<file path="config.mk">
export PLATFORM = sky130hd
export DESIGN_NAME = bcq_top
export DESIGN_NICKNAME = d
export VERILOG_FILES = /design/src/hw/bcq_pkg.sv /design/src/hw/bcq_top.sv
export SDC_FILE = /design/constraint.sdc
export NUM_CORES = 1
export LEC_CHECK = 0
export BUFFER_PORTS_ARGS = -buffer_cell sky130_fd_sc_hd__buf_2
export CAP_MARGIN = 20
export CORE_AREA = 2 2 105 107
export CTS_CLUSTER_DIAMETER = 60
export DETAILED_ROUTE_END_ITERATION = 8
export DIE_AREA = 0 0 107 109
export MAX_ROUTING_LAYER = met4
export RECOVER_POWER = 100
export SLEW_MARGIN = 20
export SYNTH_ARGS = -nofsm -noshare
export SYNTH_HDL_FRONTEND = slang
export SYNTH_SLANG_ARGS = --single-unit
</file>
<file path="constraint.sdc">
create_clock -name clk -period 1.71 [get_ports clk]
set_input_delay 0 -clock clk [delete_from_list [all_inputs] [get_ports clk]]
set_output_delay 0 -clock clk [all_outputs]
set_load 0.05 [all_outputs]
</file>
<file path="src/hw/bcq_pkg.sv">
// Purpose: Constants for the breakpoint compare qualifier
// Assumes: 8-bit register port, 16-bit address and data bus, 6-bit page
// Notes:   Register index values are local choices
package bcq_pkg;

  // ****************************************************************
  // Register map
  // ****************************************************************
  localparam logic [3:0] ADDR_QUAL_CTRL = 4'h0;
  localparam logic [3:0] ADDR_CMPA_EXT  = 4'h1;
  localparam logic [3:0] ADDR_CMPA_HIGH = 4'h2;
  localparam logic [3:0] ADDR_CMPA_LOW  = 4'h3;
  localparam logic [3:0] ADDR_CMPB_EXT  = 4'h4;
  localparam logic [3:0] ADDR_CMPB_HIGH = 4'h5;
  localparam logic [3:0] ADDR_CMPB_LOW  = 4'h6;
  localparam logic [3:0] ADDR_MODE_CTRL = 4'h7;
  localparam logic [3:0] ADDR_STATUS    = 4'h8;

  // ****************************************************************
  // Field positions
  // ****************************************************************
  localparam int MASK_A_HIGH_BIT = 7;
  localparam int MASK_A_LOW_BIT  = 6;
  localparam int MASK_B_HIGH_BIT = 5;
  localparam int MASK_B_LOW_BIT  = 4;
  localparam int DIR_EN_A_BIT    = 3;
  localparam int DIR_VAL_A_BIT   = 2;
  localparam int DIR_EN_B_BIT    = 1;
  localparam int DIR_VAL_B_BIT   = 0;
  localparam int MODE_BKP_BIT    = 2;
  localparam int MODE_FULL_BIT   = 1;
  localparam int MODE_DBG_BIT    = 0;
  localparam int EXT_W           = 6;

  // ****************************************************************
  // Reset values
  // ****************************************************************
  localparam logic [7:0] QUAL_CTRL_RST = 8'h00;
  localparam logic [7:0] BYTE_RST      = 8'h00;
  localparam logic [2:0] MODE_RST      = 3'h0;
  localparam logic [7:0] ZERO_BYTE     = 8'h00;

endpackage : bcq_pkg

</file>
<file path="src/hw/bcq_top.sv">
// Purpose: Breakpoint comparator A/B qualification with register port
// Assumes: Core bus signals are on the same clock as this block
// Notes:   Match outputs are registered one cycle after the bus cycle
//
// Summary of operation
// - Mask A in control bits 7:6, mask B in bits 5:4.
// - Mask A acts in dual and full modes on first address.
// - Mask A full, page selected: 20-bit paged compare of extended bits.
// - Mask A full, no page selected: 16-bit compare of address 15:0.
// - Mask A 1:0 behaves as full compare.
// - Mask 0:1 skips low byte, 1:1 skips both; page only if selected.
// - Mask 1:1 matches any access to the page, only when page selected.
// - Dual mode comparator B uses same address masking as A.
// - Mask B 1:0 in dual mode behaves as full compare.
// - Full mode mask B selects compared data bytes.
// - Full mode data compare ignores comparator B extended bits.
// - Direction enable A includes cycle direction in match A.
// - Direction value A: 0 write, 1 read; unused when disabled.
// - Direction enable B includes cycle direction in match B.
// - Direction value B: 0 write, 1 read; unused when disabled.
// - Full mode ignores both comparator B direction bits.
// - Full mode: A matches address, B data; dual: both addresses.
// - Trace debug mode forces mask A bits to zero.
//
// Local design decisions: strobed register access and the register addresses.
`timescale 1ns/1ps

module bcq_top (
  input  wire logic       clk,
  input  wire logic       rst_n,
  input  wire logic       clk_en,
  input  wire logic [3:0] reg_addr,
  input  wire logic [7:0] reg_wdata,
  input  wire logic       reg_wr,
  input  wire logic       reg_rd,
  output logic      [7:0] reg_rdata,
  input  wire logic [15:0] cpu_addr,
  input  wire logic [15:0] cpu_data,
  input  wire logic [5:0]  program_page_select,
  input  wire logic        page_access,
  input  wire logic        cpu_read,
  input  wire logic        cpu_valid,
  output logic             match_a,
  output logic             match_b
);

  // ****************************************************************
  // State
  // ****************************************************************
  typedef struct packed {
    logic [7:0] qual_ctrl;
    logic [7:0] cmpa_ext;
    logic [7:0] cmpa_high;
    logic [7:0] cmpa_low;
    logic [7:0] cmpb_ext;
    logic [7:0] cmpb_high;
    logic [7:0] cmpb_low;
    logic [2:0] mode;
    logic [7:0] rdata;
    logic       match_a;
    logic       match_b;
  } bcq_state_s;

  bcq_state_s st_q;
  bcq_state_s st_d;

  // ****************************************************************
  // Compare helpers
  // ****************************************************************

  // Address compare with byte masks and page qualification.
  // A 1:0 mask would keep the low byte and drop the high one, which
  // names no useful range, so it falls back to a full compare.
  // Paged compares skip address bits 15:14, so several windows alias.
  function automatic logic bcq_addr_hit(
    input logic [1:0] mask,
    input logic [7:0] ext,
    input logic [7:0] high,
    input logic [7:0] low,
    input logic [15:0] addr,
    input logic [5:0] page,
    input logic        paged
  );
    logic ext_ok;
    logic high_ok;
    logic low_ok;
    logic eff_low;
    logic eff_high;
    begin
      eff_low  = mask[0];
      eff_high = mask[1] & mask[0];  // 1:0 treated as full
      ext_ok   = !paged || (ext[bcq_pkg::EXT_W-1:0] == page);
      if (paged)
      begin
        high_ok = (high[5:0] == addr[13:8]);  // Paged 20-bit
      end
      else
      begin
        high_ok = (high == addr[15:8]);       // Plain 16-bit
      end
      low_ok = (low == addr[7:0]);
      if (eff_high)
      begin
        bcq_addr_hit = paged && ext_ok;       // Page-wide hit
      end
      else
      begin
        bcq_addr_hit = ext_ok && high_ok && (eff_low || low_ok);
      end
    end
  endfunction : bcq_addr_hit

  // Direction qualifier: value 1 matches read, 0 matches write
  // A cleared enable lets reads and writes through alike
  function automatic logic bcq_dir_ok(
    input logic en,
    input logic val,
    input logic rd
  );
    begin
      bcq_dir_ok = !en || (val == rd);
    end
  endfunction : bcq_dir_ok

  // Register index decode, shared by the write and read chains;
  // unmapped indices select nothing, so writes drop and reads give zero
  function automatic logic [8:0] bcq_reg_sel(
    input logic [3:0] idx
  );
    begin
      bcq_reg_sel = 9'h000;
      if (idx == bcq_pkg::ADDR_QUAL_CTRL)
      begin
        bcq_reg_sel[bcq_pkg::ADDR_QUAL_CTRL] = 1'b1;
      end
      else if (idx == bcq_pkg::ADDR_CMPA_EXT)
      begin
        bcq_reg_sel[bcq_pkg::ADDR_CMPA_EXT] = 1'b1;
      end
      else if (idx == bcq_pkg::ADDR_CMPA_HIGH)
      begin
        bcq_reg_sel[bcq_pkg::ADDR_CMPA_HIGH] = 1'b1;
      end
      else if (idx == bcq_pkg::ADDR_CMPA_LOW)
      begin
        bcq_reg_sel[bcq_pkg::ADDR_CMPA_LOW] = 1'b1;
      end
      else if (idx == bcq_pkg::ADDR_CMPB_EXT)
      begin
        bcq_reg_sel[bcq_pkg::ADDR_CMPB_EXT] = 1'b1;
      end
      else if (idx == bcq_pkg::ADDR_CMPB_HIGH)
      begin
        bcq_reg_sel[bcq_pkg::ADDR_CMPB_HIGH] = 1'b1;
      end
      else if (idx == bcq_pkg::ADDR_CMPB_LOW)
      begin
        bcq_reg_sel[bcq_pkg::ADDR_CMPB_LOW] = 1'b1;
      end
      else if (idx == bcq_pkg::ADDR_MODE_CTRL)
      begin
        bcq_reg_sel[bcq_pkg::ADDR_MODE_CTRL] = 1'b1;
      end
      else if (idx == bcq_pkg::ADDR_STATUS)
      begin
        bcq_reg_sel[bcq_pkg::ADDR_STATUS] = 1'b1;
      end
    end
  endfunction : bcq_reg_sel

  // ****************************************************************
  // Next state
  // ****************************************************************
  logic [1:0] mask_a;
  logic [1:0] mask_b;
  logic       full_mode;
  logic       hit_a;
  logic       hit_b;
  logic       data_hi_ok;
  logic       data_lo_ok;
  logic [8:0] reg_sel;

  // Register writes, reads and comparator evaluation
  always_comb
  begin
    st_d      = st_q;
    full_mode = st_q.mode[bcq_pkg::MODE_FULL_BIT];
    mask_a    = {st_q.qual_ctrl[bcq_pkg::MASK_A_HIGH_BIT],
                 st_q.qual_ctrl[bcq_pkg::MASK_A_LOW_BIT]};
    mask_b    = {st_q.qual_ctrl[bcq_pkg::MASK_B_HIGH_BIT],
                 st_q.qual_ctrl[bcq_pkg::MASK_B_LOW_BIT]};
    if (st_q.mode[bcq_pkg::MODE_DBG_BIT] &&
        !st_q.mode[bcq_pkg::MODE_BKP_BIT])
    begin
      mask_a = 2'h0;
    end
    // Comparator A always matches addresses
    hit_a = bcq_addr_hit(mask_a, st_q.cmpa_ext, st_q.cmpa_high,
                         st_q.cmpa_low, cpu_addr, program_page_select,
                         page_access)
            && bcq_dir_ok(st_q.qual_ctrl[bcq_pkg::DIR_EN_A_BIT],
                          st_q.qual_ctrl[bcq_pkg::DIR_VAL_A_BIT],
                          cpu_read);
    // Data byte compares, extended bits unused
    // High mask bit drops the high data byte, low bit the low byte
    data_hi_ok = mask_b[1] || (st_q.cmpb_high == cpu_data[15:8]);
    data_lo_ok = mask_b[0] || (st_q.cmpb_low == cpu_data[7:0]);
    if (full_mode)
    begin
      hit_b = data_hi_ok && data_lo_ok;        // Direction ignored
    end
    else
    begin
      hit_b = bcq_addr_hit(mask_b, st_q.cmpb_ext, st_q.cmpb_high,
                           st_q.cmpb_low, cpu_addr, program_page_select,
                           page_access)
              && bcq_dir_ok(st_q.qual_ctrl[bcq_pkg::DIR_EN_B_BIT],
                            st_q.qual_ctrl[bcq_pkg::DIR_VAL_B_BIT],
                            cpu_read);
    end
    // In full mode A is address and B is data
    st_d.match_a = cpu_valid && hit_a;
    st_d.match_b = cpu_valid && hit_b;

    // One decode serves both the write and the read chain
    reg_sel = bcq_reg_sel(reg_addr);

    // Register writes
    if (reg_wr)
    begin
      if (reg_sel[bcq_pkg::ADDR_QUAL_CTRL])
      begin
        st_d.qual_ctrl = reg_wdata;
      end
      else if (reg_sel[bcq_pkg::ADDR_CMPA_EXT])
      begin
        st_d.cmpa_ext = reg_wdata;
      end
      else if (reg_sel[bcq_pkg::ADDR_CMPA_HIGH])
      begin
        st_d.cmpa_high = reg_wdata;
      end
      else if (reg_sel[bcq_pkg::ADDR_CMPA_LOW])
      begin
        st_d.cmpa_low = reg_wdata;
      end
      else if (reg_sel[bcq_pkg::ADDR_CMPB_EXT])
      begin
        st_d.cmpb_ext = reg_wdata;
      end
      else if (reg_sel[bcq_pkg::ADDR_CMPB_HIGH])
      begin
        st_d.cmpb_high = reg_wdata;
      end
      else if (reg_sel[bcq_pkg::ADDR_CMPB_LOW])
      begin
        st_d.cmpb_low = reg_wdata;
      end
      else if (reg_sel[bcq_pkg::ADDR_MODE_CTRL])
      begin
        st_d.mode = reg_wdata[2:0];
      end
    end

    // Read data stands only in the cycle after the strobe
    st_d.rdata = bcq_pkg::ZERO_BYTE;
    if (reg_rd)
    begin
      if (reg_sel[bcq_pkg::ADDR_QUAL_CTRL])
      begin
        st_d.rdata = st_q.qual_ctrl;
      end
      else if (reg_sel[bcq_pkg::ADDR_CMPA_EXT])
      begin
        st_d.rdata = st_q.cmpa_ext;
      end
      else if (reg_sel[bcq_pkg::ADDR_CMPA_HIGH])
      begin
        st_d.rdata = st_q.cmpa_high;
      end
      else if (reg_sel[bcq_pkg::ADDR_CMPA_LOW])
      begin
        st_d.rdata = st_q.cmpa_low;
      end
      else if (reg_sel[bcq_pkg::ADDR_CMPB_EXT])
      begin
        st_d.rdata = st_q.cmpb_ext;
      end
      else if (reg_sel[bcq_pkg::ADDR_CMPB_HIGH])
      begin
        st_d.rdata = st_q.cmpb_high;
      end
      else if (reg_sel[bcq_pkg::ADDR_CMPB_LOW])
      begin
        st_d.rdata = st_q.cmpb_low;
      end
      else if (reg_sel[bcq_pkg::ADDR_MODE_CTRL])
      begin
        st_d.rdata = {5'h00, st_q.mode};
      end
      else if (reg_sel[bcq_pkg::ADDR_STATUS])
      begin
        st_d.rdata = {6'h00, st_q.match_b, st_q.match_a};
      end
    end
  end

  // ****************************************************************
  // State register
  // ****************************************************************

  // All state in one register, frozen while the enable is low
  always_ff @(posedge clk or negedge rst_n)
  begin
    if (!rst_n)
    begin
      st_q.qual_ctrl <= bcq_pkg::QUAL_CTRL_RST;
      st_q.cmpa_ext  <= bcq_pkg::BYTE_RST;
      st_q.cmpa_high <= bcq_pkg::BYTE_RST;
      st_q.cmpa_low  <= bcq_pkg::BYTE_RST;
      st_q.cmpb_ext  <= bcq_pkg::BYTE_RST;
      st_q.cmpb_high <= bcq_pkg::BYTE_RST;
      st_q.cmpb_low  <= bcq_pkg::BYTE_RST;
      st_q.mode      <= bcq_pkg::MODE_RST;
      st_q.rdata     <= bcq_pkg::BYTE_RST;
      st_q.match_a   <= 1'b0;
      st_q.match_b   <= 1'b0;
    end
    else if (clk_en)
    begin
      st_q <= st_d;
    end
  end

  // ****************************************************************
  // Outputs
  // ****************************************************************

  // Outputs straight from the state register
  assign reg_rdata = st_q.rdata;
  assign match_a   = st_q.match_a;
  assign match_b   = st_q.match_b;

endmodule : bcq_top

</file>
==> results.sh <==
export IMPL_drv_cap=0
export IMPL_drv_slew=0
export IMPL_avgViaCountPerCell=5.41
export IMPL_fin_crit_ns=1.67
export IMPL_p_sw_share_pct=32.5
export IMPL_cp_num_cells=5
export IMPL_min_path_type="in -> reg"
export IMPL_drt_wl_total_um=11900
export IMPL_cts_buffers=9
export IMPL_ant_nets=0
export IMPL_htreeDepth=3
export IMPL_crit_slowest_cell="nand4b_1"
export IMPL_place_area_um2=4610
export IMPL_fin_setup_tns_ns=0
export IMPL_worst_slack_ns=0.0361
export IMPL_grt_pass1_wl_um=18500
export IMPL_clock_skew_ns=0.00686
export IMPL_fill_cells=1022
export IMPL_crit_chain="clkbuf_1 -> nand4b_1 -> nor2_2 -> clkbuf_1 -> mux2_2"
export IMPL_cts_sinks=69
export IMPL_layout_common_cells="69 x dfrtp_1, 56 x buf_2, 54 x mux2_2, 49 x xor2_1, 21 x nand2_1"
export IMPL_yosys_warnings=0
export IMPL_ys_seq_area_share_pct=41.9
export IMPL_ioPinCount=68
export IMPL_synth_cell_types=47
export IMPL_dp_cells=561
export IMPL_std_cell_rows=38
export IMPL_grt_pass1_vias=3221
export IMPL_cts_clk_slew_worst_paths_ns=0.07
export IMPL_p_per_area_nw_per_um2=1000
export IMPL_crit_path_frequent_cell="clkbuf_1"
export IMPL_path_max_fanout=10
export IMPL_p_int_w=0.00322
export IMPL_syn_nets=416
export IMPL_pwr_share_clk_pct=27.7
export IMPL_crit_path_end="st_q[15]"
export IMPL_hold_depth=2
export IMPL_path_delay_family="buffers and inverters"
export IMPL_critPathMaxStageDelay_ns=0.49
export IMPL_p_leak_nw=2.21
export IMPL_relSlewSlack_pct=36.7
export IMPL_num_nets_final=494
export IMPL_multiInputGateArea_um2=2140
export IMPL_p_sw_w=0.00155
export IMPL_start_util_pct=38.8
export IMPL_die_h_um=109
export IMPL_cp_data_arrival_time_ns=1.90
export IMPL_rrSetupSlack_ns=0.06
export IMPL_design_area_um2=4750
export IMPL_place_gp_congestion=0.901
export IMPL_clockRootBuffer="clkbuf_8"
export IMPL_worst_pin_slew_ns=0.950
export IMPL_period_share_pct=97.9
export IMPL_p_comb_share_pct=24.9
export IMPL_status="complete, but fails checks"
export IMPL_violations="negative hold slack"
export IMPL_syn_avg_cell_area_um2=11.5
export IMPL_regArea_um2=1730
export IMPL_areaGrowthSynthToFinish_pct=15.5
export IMPL_r2r_start="st_q[28]"
export IMPL_n_antenna_cell=0
export IMPL_die_area_um2=11700
export IMPL_pre_cts_ws_ns=0.0699
export IMPL_grt_antenna_before_repair=0
export IMPL_die_w_um=107
export IMPL_numPortBuffers=67
export IMPL_grt_max_degree=70
export IMPL_clk_path_buf_depth=2
export IMPL_finalHoldViolCount=3
export IMPL_syn_inst=358
export IMPL_avgRoutedWirePerCell_um=20.5
export IMPL_insertion_delay_ns=0.35
export IMPL_critPathLaunchType="input port"
export IMPL_end_kind="flip-flop"
export IMPL_drc=0
export IMPL_setup_worst_path_start="reg_addr[2]"
export IMPL_ys_ff_latch=69
export IMPL_core_um2=10600
export IMPL_seqPwrFrac_pct=47.4
export IMPL_syn_area_um2=4120
export IMPL_hold_slack_ns=-0.0137
export IMPL_first_pass_iters=4
export IMPL_drive_gt1_share_pct=33.3
export IMPL_worstRegToRegCells=4
export IMPL_cp_required_ns=1.94
export IMPL_max_freq_mhz=597
export IMPL_cts_tree="yes"
export IMPL_critPathBufInv=2
export IMPL_mostFrequentLayoutCell="dfrtp_1"
export IMPL_timing_rr_end="match_b"
export IMPL_peakVddDrop_uv=488
export IMPL_hpwl_um=9210
export IMPL_path_class="in -> reg"
export IMPL_drt_iter0_drc=155
export IMPL_fin_cells=581
export IMPL_rsz0062_at_grt="no"
export IMPL_grt_overflow=0
export IMPL_finalSetupViolCount=0
export IMPL_vias=3145
export IMPL_grt_usage_pct=22.4
[per-stage QoR]
stage / hold slack [ns] / utilization [%] / power, W
6_report: -0.0137 / 44.8 / 0.00477
3_3_place_gp: 0.0535 / 43.5 / 0.00348
3_5_place_dp: 0.0522 / 43.5 / 0.00349
2_1_floorplan: -0.296 / - / 0.00301
5_1_grt: -0.0102 / 44.8 / 0.00501
4_1_cts: 0.0000941 / 45.7 / 0.00484
[synth_stat cells, drive strengths merged]
master,count,area share [%]
dfrtp,69,42
nand2,21,2.0
mux2,62,18
nand2b,4,0.61
o21ai,17,2.1
o211ai,1,0.18
a41o,2,0.49
nor2,11,1.4
o2bb2ai,4,0.85
clkinv,1,0.091
nor2b,3,0.46
nand3,5,0.61
clkbuf,2,0.18
and3,2,0.55
a211oi,1,0.18
mux2i,14,3.4
and2b,1,0.18
a21o,1,0.18
inv,6,0.55
o2111ai,1,0.21
a22o,1,0.21
a221o,3,0.73
a32o,3,0.73
or3,2,0.30
mux4,1,0.55
buf,19,3.8
o311ai,2,0.43
nand4,3,0.46
o22ai,5,0.76
nor4,10,1.5
nor3,4,0.76
a2111oi,2,0.43
o31ai,2,0.36
xnor2,13,2.8
xor2,49,10
a21oi,9,1.1
nand4b,1,0.58
nand3b,1,0.27
[how the worst min path moves through the flow]
stage,start,to,slack [ns]
global placement,rst_n,st_q[39],0.05
CTS,reg_wdata[7],st_q[44],0.00009
detailed placement,rst_n,st_q[14],0.05
finish,reg_wdata[7],st_q[44],-0.01
global route,reg_wdata[7],st_q[44],-0.01
floorplan,rst_n,full_mode,-0.30
[state kept, by name, indices dropped and copies added, names as in the netlist]
name       count
reg_rdata      8
full_mode      1
st_q          56
match_a        1
match_b        1
mask_b         2
[power groups by stage]
stage,sequential (W),combinational (W),clock (W)
global route,0.00230,0.00129,0.00142
floorplan,0.00217,0.000841,0
CTS,0.00226,0.00122,0.00136
finish,0.00226,0.00119,0.00132
global placement,0.00228,0.00120,0
detailed placement,0.00229,0.00121,0
[metal layers]
metal / routed length [um] / part of all wire, % / up-vias / global-route usage, %
met5: 0 / 0 / - / -
met4: 346 / 2.9 / 0 / 9.46
met3: 784 / 6.6 / 29 / 3.71
met2: 5710 / 48 / 126 / 36.4
met1: 5060 / 43 / 1543 / 27.7
li1: - / - / 1447 / -
[what timing repair did]
item,4_1_cts,5_1_grt
endpoints found under the setup margin,0,1
hold buffers,4,0
resized for setup,0,2
setup buffers,0,0
endpoints found under the hold margin,77,0
[cells by family after synthesis]
logic type | count (synthesis) | share of synthesized area [%]
AO/OA/AOI/OAI | 54 | 8.91
XOR/XNOR | 62 | 13.2
buffers and inverters | 28 | 4.65
flip-flops | 69 | 41.9
multiplexers | 77 | 21.5
AND/OR/NAND/NOR | 68 | 9.76
[area by class of cell]
type	instances	share of cell area [%]
clock buffers	12	3.05
clock inverters	4	1.00
inverters	7	0.553
multi-input cells	261	45.0
flip-flops and latches	69	36.3
well taps	140	3.68
repair buffers	88	10.4
Power figures use the tool's default switching activity.
